**src/rtl/adc_trim_pkg.sv**
```systemverilog
// Shared constants and carrier types for the conversion trim stage
package adc_trim_pkg;

  // ---------------------------------------------------------------
  // Widths
  // ---------------------------------------------------------------
  localparam int RESULT_W  = 16;           // Conversion result width
  localparam int TRIM_W    = 15;           // Trim field width
  localparam int TRIM_MSB  = 14;           // Top bit of a trim field
  localparam int GAIN_FRAC = 14;           // Fraction bits of gain code
  localparam int OFS_FRAC  = 2;            // Quarter-LSB offset steps
  localparam int SUM_W     = 20;           // Signed offset sum width
  localparam int PROD_W    = 36;           // Signed product width
  localparam int ADDR_W    = 16;           // Decoded APB address bits

  // ---------------------------------------------------------------
  // Register byte addresses
  // ---------------------------------------------------------------
  localparam logic [ADDR_W-1:0] GAIN_TRIM_OFF   = 16'h2270;
  localparam logic [ADDR_W-1:0] OFFSET_TRIM_OFF = 16'h22c8;
  localparam logic [ADDR_W-1:0] LAST_RESULT_OFF = 16'h22f0;

  // ---------------------------------------------------------------
  // Reset values and special codes
  // ---------------------------------------------------------------
  localparam logic [TRIM_W-1:0]   GAIN_TRIM_RST   = 15'h4000;
  localparam logic [TRIM_W-1:0]   OFFSET_TRIM_RST = 15'h0000;
  localparam logic [TRIM_W-1:0]   GAIN_UNITY      = 15'h4000;
  localparam logic [TRIM_W-1:0]   GAIN_ILLEGAL    = 15'h0000;
  localparam logic [TRIM_W-1:0]   OFFSET_NONE     = 15'h0000;
  localparam logic [RESULT_W-1:0] RESULT_RST      = 16'h0000;
  localparam logic [RESULT_W-1:0] RESULT_MAX      = 16'hffff;
  localparam logic [RESULT_W-1:0] RESULT_MIN      = 16'h0000;

  // ---------------------------------------------------------------
  // Input amplifier gain setting of a conversion
  // ---------------------------------------------------------------
  typedef enum logic [2:0] {
    AMP_GAIN_1   = 3'b000,
    AMP_GAIN_1P5 = 3'b001,
    AMP_GAIN_2   = 3'b010,
    AMP_GAIN_4   = 3'b011,
    AMP_GAIN_9   = 3'b100
  } amp_gain_t;

  // ---------------------------------------------------------------
  // Carriers
  // ---------------------------------------------------------------
  typedef struct packed {
    logic [RESULT_W-1:0] data;        // Raw conversion result
    amp_gain_t           amp_gain;    // Amplifier gain in use
    logic                is_tia;      // From the transimpedance channel
    logic                is_temp;     // From the temperature sensor
  } raw_sample_t;

  typedef struct packed {
    logic                valid;       // One-cycle result strobe
    logic [RESULT_W-1:0] data;        // Corrected conversion result
  } trim_result_t;

endpackage

```
**src/rtl/trim_offset_add.sv**
```systemverilog
// Quarter-LSB offset correction adder
`timescale 1ns/1ns
`default_nettype none
module trim_offset_add (
  input  wire logic [adc_trim_pkg::RESULT_W-1:0]     raw,
  input  wire logic [adc_trim_pkg::TRIM_W-1:0]       offset_code,
  input  wire logic                                  apply,
  output logic signed [adc_trim_pkg::SUM_W-1:0]      sum
);

  // ---------------------------------------------------------------
  // Operands in quarter-LSB units
  // ---------------------------------------------------------------
  logic signed [adc_trim_pkg::SUM_W-1:0] raw_q;    // Raw result times four
  logic signed [adc_trim_pkg::SUM_W-1:0] ofs_q;    // Sign-extended offset

  // Two fraction bits appended below the raw result
  assign raw_q = $signed({2'b00, raw, 2'b00});

  // Offset is twos complement, extended from bit 14
  assign ofs_q = apply
    ? $signed({{(adc_trim_pkg::SUM_W - adc_trim_pkg::TRIM_W){offset_code[adc_trim_pkg::TRIM_MSB]}},
               offset_code})
    : '0;

  // Range always fits: no overflow in twenty bits
  assign sum = raw_q + ofs_q;

endmodule
`default_nettype wire

```
**src/rtl/trim_gain_scale.sv**
```systemverilog
// Gain multiplier with saturation to the result range
`timescale 1ns/1ns
`default_nettype none
module trim_gain_scale (
  input  wire logic signed [adc_trim_pkg::SUM_W-1:0]  sum,
  input  wire logic [adc_trim_pkg::TRIM_W-1:0]        gain_code,
  output logic [adc_trim_pkg::RESULT_W-1:0]           result
);

  // ---------------------------------------------------------------
  // Product and rescale
  // ---------------------------------------------------------------
  logic signed [adc_trim_pkg::PROD_W-1:0] product;  // Full signed product
  logic signed [adc_trim_pkg::SUM_W-1:0]  scaled;   // Back in LSB units

  // Gain is unsigned 1.14, multiplier is code over 0x4000
  assign product = sum * $signed({1'b0, gain_code});

  // Drop fourteen gain and two offset fraction bits
  assign scaled = product[adc_trim_pkg::PROD_W-1:
                          adc_trim_pkg::GAIN_FRAC + adc_trim_pkg::OFS_FRAC];

  // Saturate; illegal zero code forces zero
  always_comb begin
    if (gain_code == adc_trim_pkg::GAIN_ILLEGAL) begin
      result = adc_trim_pkg::RESULT_MIN;
    end else if (scaled < 0) begin
      result = adc_trim_pkg::RESULT_MIN;
    end else if (scaled[adc_trim_pkg::SUM_W-1:adc_trim_pkg::RESULT_W] != '0) begin
      result = adc_trim_pkg::RESULT_MAX;
    end else begin
      result = scaled[adc_trim_pkg::RESULT_W-1:0];
    end
  end

endmodule
`default_nettype wire

```
**src/rtl/adc_gain_offset_trim.sv**
```systemverilog
// Conversion trim stage: APB trim registers and correction datapath
`timescale 1ns/1ns
`default_nettype none

// Operation
// - Gain trim at amp gain 1.5, aux only
// - Gain field bits 14:0, bit 14 integer part
// - Gain code 0x4000 leaves result unscaled
// - Gain code zero gives result zero
// - Gain code 0x2000 halves the result
// - Codes above 0x4000 raise, up to two
// - Codes below 0x4000 lower, down to 0.000061
// - Offset trim applied at amp gain 2
// - Offset field is fifteen-bit twos complement
// - Offset step is a quarter LSB
// - Offset spans -4096 to +4095.75 LSB
// - Offset zero changes nothing, resets zero
module adc_gain_offset_trim (
  input  wire logic                                clk_sys,
  input  wire logic                                rst_n,
  // APB slave
  input  wire logic                                psel,
  input  wire logic                                penable,
  input  wire logic                                pwrite,
  input  wire logic [31:0]                         paddr,
  input  wire logic [31:0]                         pwdata,
  input  wire logic [3:0]                          pstrb,
  output logic                                     pready,
  output logic [31:0]                              prdata,
  output logic                                     pslverr,
  // Raw conversions from the converter, same clock
  input  wire logic                                sample_valid,
  input  wire adc_trim_pkg::raw_sample_t           sample,
  // Corrected conversions
  output logic                                     result_valid,
  output logic [adc_trim_pkg::RESULT_W-1:0]        conversion_result
);

  // ---------------------------------------------------------------
  // Trim registers
  // ---------------------------------------------------------------
  logic [adc_trim_pkg::TRIM_W-1:0]   gain_trim_ff;     // Gain code 1.14
  logic [adc_trim_pkg::TRIM_W-1:0]   offset_trim_ff;   // Offset code

  // ---------------------------------------------------------------
  // APB response state
  // ---------------------------------------------------------------
  logic                              pready_ff;        // Access answer
  logic [31:0]                       prdata_ff;        // Read data
  logic                              pslverr_ff;       // Unmapped address or readback write
  logic [31:0]                       nxt_prdata;       // Read mux
  logic                              nxt_pslverr;      // Decode miss or readback write

  // ---------------------------------------------------------------
  // Datapath state
  // ---------------------------------------------------------------
  adc_trim_pkg::raw_sample_t         stage_ff;         // Captured sample
  logic                              stage_valid_ff;   // Capture strobe
  logic                              stage_gain_ff;    // Gain trim selected
  logic                              stage_ofs_ff;     // Offset trim selected
  adc_trim_pkg::trim_result_t        out_ff;           // Output register
  logic [adc_trim_pkg::RESULT_W-1:0] last_result_ff;   // Readback copy

  // ---------------------------------------------------------------
  // Decode helpers
  // ---------------------------------------------------------------
  logic [adc_trim_pkg::ADDR_W-1:0]   addr_lo;          // Decoded bits
  logic                              addr_hi_zero;     // Upper bits clear
  logic                              hit_gain;         // Gain trim address
  logic                              hit_offset;       // Offset trim address
  logic                              hit_result;       // Result readback
  logic                              access_start;     // First access cycle
  logic                              access_done;      // Completing edge
  logic                              wr_gain;          // Gain write commits
  logic                              wr_offset;        // Offset write commits
  logic                              lane_lo;          // Byte lane 0 on
  logic                              lane_hi;          // Byte lane 1 on

  // ---------------------------------------------------------------
  // Correction helpers
  // ---------------------------------------------------------------
  logic                              sel_gain;         // Gain applies now
  logic                              sel_ofs;          // Offset applies now
  logic [adc_trim_pkg::TRIM_W-1:0]   gain_used;        // Gain for this sample
  logic signed [adc_trim_pkg::SUM_W-1:0] ofs_sum;      // Offset stage out
  logic [adc_trim_pkg::RESULT_W-1:0] scaled_result;    // Gain stage out

  // ---------------------------------------------------------------
  // Address decode
  // ---------------------------------------------------------------
  assign addr_lo      = paddr[adc_trim_pkg::ADDR_W-1:0];
  assign addr_hi_zero = (paddr[31:adc_trim_pkg::ADDR_W] == '0);
  assign hit_gain     = addr_hi_zero && (addr_lo == adc_trim_pkg::GAIN_TRIM_OFF);
  assign hit_offset   = addr_hi_zero && (addr_lo == adc_trim_pkg::OFFSET_TRIM_OFF);
  assign hit_result   = addr_hi_zero && (addr_lo == adc_trim_pkg::LAST_RESULT_OFF);

  // Access phase without an answer yet
  assign access_start = psel && penable && !pready_ff;

  // Master samples pready at this edge
  assign access_done  = psel && penable && pready_ff;

  // Fields live in byte lanes 0 and 1
  assign lane_lo      = pstrb[0];
  assign lane_hi      = pstrb[1];

  // Writes commit only at the completing edge
  assign wr_gain      = access_done && pwrite && hit_gain;
  assign wr_offset    = access_done && pwrite && hit_offset;

  // ---------------------------------------------------------------
  // Read mux and error decode
  // ---------------------------------------------------------------
  // Reserved bits read as zero: 31:15 of the trims, 31:16 of the result
  always_comb begin
    nxt_prdata  = 32'h0000_0000;
    nxt_pslverr = 1'b0;
    if (hit_gain) begin
      nxt_prdata[adc_trim_pkg::TRIM_MSB:0] = gain_trim_ff;
    end else if (hit_offset) begin
      nxt_prdata[adc_trim_pkg::TRIM_MSB:0] = offset_trim_ff;
    end else if (hit_result) begin
      nxt_prdata[adc_trim_pkg::RESULT_W-1:0] = last_result_ff;
      // Readback register takes no writes
      nxt_pslverr = pwrite;
    end else begin
      // Unmapped address answers with an error
      nxt_pslverr = 1'b1;
    end
  end

  // ---------------------------------------------------------------
  // APB answer: one wait state, then pready for one cycle
  // ---------------------------------------------------------------
  always_ff @(posedge clk_sys or negedge rst_n) begin
    if (!rst_n) begin
      pready_ff <= 1'b0;
    end else if (access_start) begin
      pready_ff <= 1'b1;
    end else begin
      pready_ff <= 1'b0;
    end
  end

  // Read data and error stand while pready is high
  always_ff @(posedge clk_sys or negedge rst_n) begin
    if (!rst_n) begin
      prdata_ff  <= 32'h0000_0000;
      pslverr_ff <= 1'b0;
    end else if (access_start) begin
      prdata_ff  <= pwrite ? 32'h0000_0000 : nxt_prdata;
      pslverr_ff <= nxt_pslverr;
    end else begin
      prdata_ff  <= 32'h0000_0000;
      pslverr_ff <= 1'b0;
    end
  end

  // ---------------------------------------------------------------
  // Gain trim register, reset to unity
  // ---------------------------------------------------------------
  always_ff @(posedge clk_sys or negedge rst_n) begin
    if (!rst_n) begin
      gain_trim_ff <= adc_trim_pkg::GAIN_TRIM_RST;
    end else if (wr_gain) begin
      // Bits 7:0 from lane 0, bits 14:8 from lane 1
      if (lane_lo) begin
        gain_trim_ff[7:0] <= pwdata[7:0];
      end
      if (lane_hi) begin
        gain_trim_ff[adc_trim_pkg::TRIM_MSB:8] <= pwdata[adc_trim_pkg::TRIM_MSB:8];
      end
    end
  end

  // ---------------------------------------------------------------
  // Offset trim register, reset to no correction
  // ---------------------------------------------------------------
  always_ff @(posedge clk_sys or negedge rst_n) begin
    if (!rst_n) begin
      offset_trim_ff <= adc_trim_pkg::OFFSET_TRIM_RST;
    end else if (wr_offset) begin
      if (lane_lo) begin
        offset_trim_ff[7:0] <= pwdata[7:0];
      end
      if (lane_hi) begin
        offset_trim_ff[adc_trim_pkg::TRIM_MSB:8] <= pwdata[adc_trim_pkg::TRIM_MSB:8];
      end
    end
  end

  // ---------------------------------------------------------------
  // Trim selection per conversion
  // ---------------------------------------------------------------
  // Gain trim skips transimpedance and temperature results
  assign sel_gain = (sample.amp_gain == adc_trim_pkg::AMP_GAIN_1P5)
                    && !sample.is_tia && !sample.is_temp;

  // Offset trim for every conversion at gain two
  assign sel_ofs  = (sample.amp_gain == adc_trim_pkg::AMP_GAIN_2);

  // ---------------------------------------------------------------
  // Capture stage: sample and its trim choice
  // ---------------------------------------------------------------
  always_ff @(posedge clk_sys or negedge rst_n) begin
    if (!rst_n) begin
      stage_valid_ff <= 1'b0;
      stage_gain_ff  <= 1'b0;
      stage_ofs_ff   <= 1'b0;
    end else begin
      stage_valid_ff <= sample_valid;
      stage_gain_ff  <= sample_valid && sel_gain;
      stage_ofs_ff   <= sample_valid && sel_ofs;
    end
  end

  // Sample word held until the next conversion
  always_ff @(posedge clk_sys or negedge rst_n) begin
    if (!rst_n) begin
      stage_ff <= '0;
    end else if (sample_valid) begin
      stage_ff <= sample;
    end
  end

  // ---------------------------------------------------------------
  // Correction datapath
  // ---------------------------------------------------------------
  // Untrimmed conversions pass through at unity gain
  assign gain_used = stage_gain_ff ? gain_trim_ff : adc_trim_pkg::GAIN_UNITY;

  // Offset is added first, in quarter-LSB units
  trim_offset_add u_offset (
    .raw         (stage_ff.data),
    .offset_code (offset_trim_ff),
    .apply       (stage_ofs_ff),
    .sum         (ofs_sum)
  );

  // Then the gain multiplier and the clamp
  trim_gain_scale u_gain (
    .sum       (ofs_sum),
    .gain_code (gain_used),
    .result    (scaled_result)
  );

  // ---------------------------------------------------------------
  // Output register
  // ---------------------------------------------------------------
  // Strobe lasts one cycle; data holds until the next
  always_ff @(posedge clk_sys or negedge rst_n) begin
    if (!rst_n) begin
      out_ff.valid <= 1'b0;
      out_ff.data  <= adc_trim_pkg::RESULT_RST;
    end else begin
      out_ff.valid <= stage_valid_ff;
      if (stage_valid_ff) begin
        out_ff.data <= scaled_result;
      end
    end
  end

  // Copy of the last result for software readback
  always_ff @(posedge clk_sys or negedge rst_n) begin
    if (!rst_n) begin
      last_result_ff <= adc_trim_pkg::RESULT_RST;
    end else if (stage_valid_ff) begin
      last_result_ff <= scaled_result;
    end
  end

  // ---------------------------------------------------------------
  // Outputs, each straight from a flip-flop
  // ---------------------------------------------------------------
  assign pready            = pready_ff;
  assign prdata            = prdata_ff;
  assign pslverr           = pslverr_ff;
  assign result_valid      = out_ff.valid;
  assign conversion_result = out_ff.data;

endmodule
`default_nettype wire

```
**config.mk**
```make
export PLATFORM = sky130hd
export DESIGN_NAME = adc_gain_offset_trim
export DESIGN_NICKNAME = d
export VERILOG_FILES = /design/src/rtl/adc_trim_pkg.sv /design/src/rtl/trim_offset_add.sv /design/src/rtl/trim_gain_scale.sv /design/src/rtl/adc_gain_offset_trim.sv
export SDC_FILE = /design/constraint.sdc
export NUM_CORES = 1
export LEC_CHECK = 0
export ABC_AREA = 1
export BUFFER_PORTS_ARGS = -buffer_cell sky130_fd_sc_hd__buf_2
export CAP_MARGIN = 0
export CORE_MARGIN = 2
export CORE_UTILIZATION = 59
export DETAILED_ROUTE_END_ITERATION = 12
export PLACE_DENSITY = 0.79
export SLEW_MARGIN = 20
export SYNTH_ARGS = -nofsm -noshare
export SYNTH_HDL_FRONTEND = slang
export SYNTH_SLANG_ARGS = --single-unit
```
**constraint.sdc**
```tcl
create_clock -name clk_sys -period 11.8 [get_ports clk_sys]
set_input_delay 1.18 -clock clk_sys [delete_from_list [all_inputs] [get_ports clk_sys]]
set_output_delay 1.18 -clock clk_sys [all_outputs]
set_load 0.02 [all_outputs]
```
Yosys cells after proc, flatten, opt, wreduce, memory -nomap -nowiden
Cells that the tools add are included.
{"block": "totals", "register_bits": 100, "in_bits": 95}
{"block": "op_classes", "order_cmp": 1, "n_mul": 1, "n_reduce_logical": 23, "addsub": 1, "n_mux": 17, "eq_ne": 5}
{"cell": "16-bit two-way mux", "count": 6}
{"cell": "16-bit by 14-bit == test with 1-bit output (second input constant)", "count": 3}
{"cell": "15-bit two-way mux", "count": 3}
{"cell": "20-bit by 16-bit multiplier with 36-bit output", "count": 1}
{"cell": "19-bit by 20-bit adder with 20-bit output", "count": 1}
{"cell": "20-bit by 1-bit less-than comparator with 1-bit output (second input constant)", "count": 1}
{"cell": "20-bit two-way mux", "count": 1}
{"cell": "16-bit zero test", "count": 1}
{"cell": "15-bit zero test", "count": 1}
{"cell": "1-bit logical AND", "count": 13}
{"cell": "2-bit AND reduction", "count": 4}
{"cell": "1-bit two-way mux", "count": 7}
{"cell": "4-bit nonzero test", "count": 1}
{"cell": "3-bit by 1-bit == test with 1-bit output (second input constant)", "count": 1}
{"cell": "3-bit by 2-bit == test with 1-bit output (second input constant)", "count": 1}
{"cell": "1-bit zero test", "count": 3}

Depth between registers and ports, before layout
Gate-level depths: netlist (run 1).
{"block": "logic_depth", "word_depth": 7, "mapped_depth": 44, "mapped_depth_nobuf": 42}

Modules after synthesis
A second synthesis (run 1) with hierarchy kept.
{"block": "hier_totals", "cells_unflattened": 2313, "hier_area_um2": 17374.2}
{"mod": "trim_gain_scale", "instances": 1, "area_each_um2": 12211.7, "seq_area_each_um2": 0.0, "cells_per_inst": 1668}
{"mod": "adc_gain_offset_trim", "instances": 1, "area_each_um2": 4067.7, "seq_area_each_um2": 2103.3, "cells_per_inst": 433}
{"mod": "trim_offset_add", "instances": 1, "area_each_um2": 1094.8, "seq_area_each_um2": 0.0, "cells_per_inst": 212}

Worst setup path before layout (run 1)
No wires, ideal clock.
{"block": "synth_path", "path_kind": "reg-to-reg", "startpoint": "register stage_ofs_ff", "endpoint": "register last_result_ff[10] (netlist name)", "path_buffers": 4, "arrival_time_ns": 7.644, "setup_slack_ns": 4.040, "t_required_ns": 11.684, "stages_incl_launch_ff": 42, "setup_time_ns": 0.116, "path_cell_list": "dfrtp_1 clkbuf_1 nand2_1 inv_1 ha_1 a21oi_1 nand2_1 nand3_1 nand3_1 nand3_1 nand3_1 a21oi_1 or2_1 nand2_1 buf_2 nor2_1 inv_1 fa_1 [... 6 more ...] fa_1 inv_1 fa_1 inv_1 fa_1 inv_1 ha_1 a21oi_1 o21ai_0 a21oi_1 o21ai_0 a21oi_1 nand3_1 nand2_4 buf_2 nand4_1 nand2_1 nand2_1"}
{"block": "synth_between", "elab_chain_cells": 7, "word_cells_on_any_way": 8}
{"element": "start, declared", "line_no": "adc_gain_offset_trim.sv:60", "rtl": "logic stage_ofs_ff;"}
{"element": "start signal, assigned", "line_no": "adc_gain_offset_trim.sv:213", "rtl": "stage_ofs_ff <= sample_valid && sel_ofs;"}
{"element": "20-bit two-way mux *", "line_no": "trim_offset_add.sv:22", "rtl": "? $signed({{(adc_trim_pkg::SUM_W - adc_trim_pkg::TRIM_W){offset_code[adc_trim_pkg::TRIM_MSB]}},"}
{"element": "19-bit by 20-bit adder with 20-bit output *", "line_no": "trim_offset_add.sv:27", "rtl": "assign sum = raw_q + ofs_q;"}
{"element": "20-bit by 16-bit multiplier with 36-bit output *", "line_no": "trim_gain_scale.sv:17", "rtl": "assign product = sum * $signed({1'b0, gain_code});"}
{"element": "parallel branches: the longest is 2 deep, another holds 20-bit by 1-bit less-than comparator with 1-bit output"}
{"element": "16-bit two-way mux *", "line_no": "trim_gain_scale.sv:27", "rtl": "end else if (scaled < 0) begin"}
{"element": "16-bit two-way mux *", "line_no": "trim_gain_scale.sv:25", "rtl": "if (gain_code == adc_trim_pkg::GAIN_ILLEGAL) begin"}
{"element": "end signal, assigned", "line_no": "adc_gain_offset_trim.sv:266", "rtl": "last_result_ff <= adc_trim_pkg::RESULT_RST;"}
{"element": "end signal, assigned", "line_no": "adc_gain_offset_trim.sv:268", "rtl": "last_result_ff <= scaled_result;"}
{"element": "end, declared", "line_no": "adc_gain_offset_trim.sv:62", "rtl": "logic [adc_trim_pkg::RESULT_W-1:0] last_result_ff;"}
Mark *: on every way between the ends.
A chain may end at the register's enable or synchronous reset.

Worst setup path after layout (run 1)
{"block": "layout_path", "startpoint": "register stage_ofs_ff", "endpoint": "register last_result_ff[8] (netlist name)"}
The elaborated chain is that of the path after synthesis.

==> results.md, run 1 <==
- Post-layout minimum cycle time: 9140 ps
- Cell count after synthesis: 2,129
- Number of flops mapped to enable cells by yosys: 0
- Slew at the pin closest to its max-slew limit: 1100 ps
- DR vias: 14,100
- Final Max Slew Viols: 0
- Main synth FF type: dfrtp_1
- Post-route DRC: 0
- Chip Height: 171 microns
- Starting Density: 60.4%
- VDD IR max: 70.2 uV
- Setup-failing EPs final: 0
- Clk buf depth: 2
- CP max stage cell: fa_1
- Switching Share: 33.0%
- Synth async-reset ratio: 100%
- Crit-path most repeated cell: nand2_1
- Fin crit share: 77.5%
- Most frequent cells in the layout: inv_1, nand2_1, fa_1, nor2_1, buf_2
- Synth warn: 0
- Root Buffer: clkbuf_16
- Share of cells above drive strength 1: 9.07%
- Avg Cell Area, Syn: 7.69 sq um
- H-tree Lvls: 3
- Aggregate global routing overflow: 0
- Num Clock Sinks: 84
- FILL cells: 2,373
- CP startpoint kind: flop
- First-pass GRT wire length: 72,900 microns
- Gate power share: 22.9%
- Worst Skew: 9.07 ps
- HP Class: flop to flop
- RSZ-0062 raised after global routing: no
- Initial antenna violation count: 0
- Setup TNS: 0 ps
- Area of the multi-input gates: 12,100 sq um
- Post-DP HPWL: 37,000 microns
- CTS Buf Count: 9
- Area of the core: 27,100 sq um
- Clock share of power: 37.1%
- Register share of total power: 40.0%
- Antenna viol nets, final: 0
- Post-cts gate resize count: 0
- Largest net degree at the start of global routing: 85
- Max-Cap Viols: 0
- Storage element area: 2100 sq um
- WS Path Type: flop to flop
- Power per cell area: 44.5 nW/um^2
- Row count: 60
- P_int: 522 uW
- Seq/Total Area, Yosys: 12.9%
- Area Overhead vs Synth: 6.91%
- Vias/cell: 5.45
- Critical path peak fanout: 16
- Vias in the first global route: 14,400
- Port-buffer cells: 110
- Total power: 779 uW
- Clk slew on worst S/H paths: 70 ps
- CTS tree: done
- Crit-path leading delay family: adder cells
- CP endpoint kind: flop
- Die ar.: 29,100 sq um
- CP arrival: 9370 ps
- Final #Nets: 2,703
- Clk_lat worst skew: 340 ps
- Leakage: 0.00959 uW
- Mean routed wirelength per cell: 17.3 microns
- Most common cell after layout, fill and taps aside: inv_1
- DR iter-0 viols: 1,207
- # IOs: 146
- Final Hold Violating Endpoints: 0
- Post-CTS setup buffers: 0
- TritonRoute pass-1 iters: 5
- Seq cells post-synth: 84
- Die W: 171 microns
- CP max stage delay: 970 ps
- Slew HR: 26.8%
- Routed wire length: 44,700 microns
- All-layer global routing usage: 32.4%
- Placer Congestion: 0.971
- Hold Buf Count CTS: 0
- CP required: 12,030 ps
- Distinct cells, synth: 46
- F_max: 0.109 GHz
- Mapped cell area: 16,400 sq um
- Buf+Inv Stages, Crit Path: 7
- P_sw: 257 uW
- Outcome: finished clean
[metrics by stage]
step / std cells / area, sq um / util [%] / setup WS, ps / hold WS [ps]
6_report: 2589 / 17500 / 64.6 / 2660 / 475
5_1_grt: 2587 / 17500 / 64.5 / 2000 / 516
4_1_cts: 2587 / 17500 / 64.5 / 2770 / 479
3_5_place_dp: 2571 / 17200 / 63.4 / 2800 / 469
3_3_place_gp: 2571 / 17200 / 63.4 / 2980 / 467
2_1_floorplan: 2144 / 16400 / - / 4040 / 429
[cell type report]
cell class	instances	area share, %
Clock buffer	10	1.31
Tap cell	372	2.66
Inverter	511	11.0
Timing Repair Buffer	120	3.61
Multi-Input combinational cell	1484	69.0
Sequential cell	84	12.0
Clock inverter	6	0.400
Antenna cell	2	0.0286
[synth_stat cells, types with 2 or more instances]
cell / number / area [sq um]
inv_1: 495 / 1860
nand2_1: 485 / 1820
fa_1: 291 / 5830
nor2_1: 218 / 818
ha_1: 107 / 1340
dfrtp_1: 83 / 2080
nand3_1: 70 / 350
a21oi_1: 57 / 285
o21ai_0: 52 / 260
or2_2: 44 / 275
clkbuf_1: 38 / 143
nand4_1: 25 / 156
buf_4: 16 / 120
a31oi_1: 15 / 93.8
nor3_1: 15 / 75.1
xnor2_1: 15 / 131
xor2_1: 13 / 114
o21bai_1: 10 / 75.1
a21o_1: 8 / 60.1
clkinv_1: 8 / 30.0
inv_2: 8 / 30.0
nor4_1: 7 / 43.8
buf_2: 6 / 30.0
nand3b_1: 6 / 45.0
nand2_2: 5 / 31.3
or2_1: 4 / 25.0
a21boi_0: 3 / 22.5
buf_1: 3 / 11.3
buf_6: 2 / 22.5
nand2_4: 2 / 22.5
nor2_4: 2 / 22.5
o211ai_1: 2 / 15.0
[worst reg2reg max path: cells and delay by family (launching register included)]
family                     cells  cell delay [ps]
adders and majority gates      7             3620
and+or+nand+nor               20             3130
AOI/OAI and AO/OA              4              800
buffers and inverters          7              690
DFF                            1              560
xor gates and xnor gates       1              220
[sequential cells by signal, indices dropped and copies added, names as in the netlist, 15 cells and up]
register,cells
stage_ff,16
gain_trim_ff,15
last_result_ff,16
prdata,16
offset_trim_ff,15
[cell families after synthesis]
family,share of synthesized area (%)
AND/OR/NAND/NOR,22.9
flip-flops,12.9
adder cells (fa/ha/maj),43.8
XOR/XNOR,1.50
other,0.0229
AO/OA/AOI/OAI,5.24
buffers and inverters,13.7
[worst paths after layout]
kind	startpoint	endpoint	slack, ps	cells after the start
min in group asynchronous	rst_n	prdata[12]	860	1
max in group asynchronous	rst_n	stage_ff[5]	10390	1
hold / removal	pready	pready	480	1
hold reg to reg	pready	pready	480	1
setup / recovery	stage_ofs_ff	last_result_ff[8]	2660	39
setup reg to reg	stage_ofs_ff	last_result_ff[8]	2660	39
[per-layer routing]
metal | global-route usage (%) | part of all wire, %
met1 | 42.6 | 40
met2 | 53.4 | 47
met3 | 6.52 | 8.5
met4 | 12.3 | 4.1
met5 | 0 | 0
[power by group through the flow]
stage               clock network (uW)  logic (uW)  registers, uW
finish                             289         179            312
global route                       302         195            313
floorplan                            0         102            321
global placement                     0         172            317
detailed placement                   0         175            317
CTS                                290         177            312
Power figures use the tool's default switching activity.
==> run 2: changes to the inputs <==
Clock period 11.8 ns to 8.55 ns, I/O delays scaled along.
==> results.md, run 2 (same netlist as run 1, synthesis figures left out) <==
- Leakage: 0.00993 uW (was 0.00959 uW)
- Final setup margin: 472 ps (was 2660 ps)
- Most frequent cells in the layout: inv_1, nand2_1, fa_1, nor2_1, buf_2 (unchanged)
- Most common cell after layout, fill and taps aside: inv_1 (unchanged)
- Post-DP HPWL: 38,500 microns (was 37,000 microns)
- F_max: 0.124 GHz (was 0.109 GHz)
- Worst hold start: pready (unchanged)
- Routed wire length: 46,000 microns (was 44,700 microns)
- Max-Cap Viols: 0 (unchanged)
- Num Clock Sinks: 84 (unchanged)
- Slew at the pin closest to its max-slew limit: 1420 ps (was 1100 ps)
- CP max stage cell: fa_1 (unchanged)
- WS Path Type: flop to flop (unchanged)
- Hold path cells: 1 (unchanged)
- Clk_lat worst skew: 350 ps (was 340 ps)
- Placer Congestion: 0.990 (was 0.971)
- Setup TNS: 0 ps (unchanged)
- Worst Skew: 15.1 ps (was 9.07 ps)
- Post-route DRC: 0 (unchanged)
- CP arrival: 8310 ps (was 9370 ps)
- Clock share of power: 35.3% (was 37.1%)
- ANT cells: 0 (was 2)
- Root Buffer: clkbuf_16 (unchanged)
- Crit-path most repeated cell: nand2_1 (unchanged)
- Outcome: finished clean (unchanged)
- Largest net degree at the start of global routing: 85 (unchanged)
- Area of the multi-input gates: 12,100 sq um (about the same)
- Total power: 1070 uW (was 779 uW)
- Vias/cell: 5.37 (was 5.45)
- RSZ-0062 raised after global routing: no (unchanged)
- Row count: 60 (unchanged)
- VDD IR max: 84.4 uV (was 70.2 uV)
- Worst Setup SP: stage_ofs_ff (unchanged)
- CP required: 8780 ps (was 12,030 ps)
- Final Max Slew Viols: 0 (unchanged)
- Mean routed wirelength per cell: 17.3 microns (about the same)
- Switching Share: 34.0% (was 33.0%)
- Setup-failing EPs final: 0 (unchanged)
- # IOs: 146 (unchanged)
- H-tree Lvls: 3 (unchanged)
- First-pass GRT wire length: 74,500 microns (was 72,900 microns)
- All-layer global routing usage: 33.4% (was 32.4%)
- Area Overhead vs Synth: 10.5% (was 6.91%)
- Clk slew on worst S/H paths: 70 ps (about the same)
- HP Class: flop to flop (unchanged)
- Starting Density: 60.4% (unchanged)
- Vias in the first global route: 14,700 (was 14,400)
- DP Worst Slack: 150 ps (was 2800 ps)
- Fin crit share: 94.5% (was 77.5%)
- Die W: 171 microns (unchanged)
- RR Startpoint: stage_ofs_ff (unchanged)
- CTS tree: done (unchanged)
- Slew HR: 4.66% (was 26.8%)
- TritonRoute pass-1 iters: 6 (was 5)
- Final Hold Violating Endpoints: 0 (unchanged)
- Aggregate global routing overflow: 0 (unchanged)
- Gate power share: 24.6% (was 22.9%)
- Post-layout minimum cycle time: 8080 ps (was 9140 ps)
- FILL cells: 2,268 (was 2,373)
- DR vias: 14,300 (was 14,100)
- Critical path peak fanout: 16 (unchanged)
- CTS Buf Count: 9 (unchanged)
- Antenna viol nets, final: 0 (unchanged)
- Clk buf depth: 2 (unchanged)
- Reg2Reg Depth: 40 (was 39)
- Share of cells above drive strength 1: 12.6% (was 9.07%)
- Area of the core: 27,100 sq um (unchanged)
- Chip Height: 171 microns (unchanged)
- Final #Nets: 2,773 (was 2,703)
- P_sw: 365 uW (was 257 uW)
- Power per cell area: 59.3 nW/um^2 (was 44.5 nW/um^2)
- Initial antenna violation count: 0 (unchanged)
- CP startpoint kind: flop (unchanged)
- Register share of total power: 40.1% (was 40.0%)
- Storage element area: 2100 sq um (about the same)
- P_int: 708 uW (was 522 uW)
- CP max stage delay: 560 ps (was 970 ps)
- Final core occ: 66.7% (was 64.6%)
- Port-buffer cells: 110 (unchanged)
- CP endpoint kind: flop (unchanged)
- DR iter-0 viols: 1,232 (was 1,207)
- Die ar.: 29,100 sq um (unchanged)
## run 2: power by group through the flow
stage	Combinational, uW	Clock, uW	Sequential [uW]
floorplan	141	0	443
CTS	260	383	430
finish	265	379	430
global placement	254	0	437
detailed placement	257	0	437
global route	288	396	431
## run 2: metal layers
| metal | up-vias | wire, microns | track usage (%) |
|---|---|---|---|
| met2 | 660 | 21500 | 54.7 |
| met3 | 113 | 3970 | 5.97 |
| met1 | 6922 | 18300 | 44.4 |
| li1 | 6581 | - | - |
| met4 | 0 | 2170 | 13.0 |
| met5 | - | 0 | 0 |
## run 2: final cells by class
cell class | instances | share of cell area, %
Inverter | 511 | 10.6
Tap cell | 372 | 2.57
Clock inverter | 6 | 0.311
Multi-Input combinational cell | 1485 | 67.1
Sequential cell | 84 | 11.6
Clock buffer | 10 | 1.27
Timing Repair Buffer | 189 | 6.48
## run 2: worst paths after layout
| kind | end | slack (ps) |
|---|---|---|
| worst min-delay path | pready | 480 |
| worst max-delay path | last_result_ff[2] | 470 |
| max in group asynchronous | stage_ofs_ff | 7420 |
| worst max register to register | last_result_ff[2] | 470 |
| min in group asynchronous | prdata[12] | 560 |
| worst min register to register | pready | 480 |
## run 2: repair_timing
action,CTS,global route
gates resized for setup,0,16
hold buffers,0,0
setup endpoints to repair,0,16
buffers inserted,0,6
## run 2: critical path: cells and delay by family (launching register included)
family	cells	cell delay [ps]
buf+inv	9	1050
fa+ha+maj	8	3730
simple gates	22	2630
compound gates	1	90
flops	1	460
## run 2: stage by stage
| stage | hold WS [ps] | std cells | cell area (sq um) |
|---|---|---|---|
| global route | 505 | 2657 | 18100 |
| finish | 479 | 2657 | 18100 |
| CTS | 481 | 2650 | 18000 |
| floorplan | 429 | 2144 | 16400 |
| global placement | 466 | 2634 | 17700 |
| detailed placement | 470 | 2634 | 17700 |
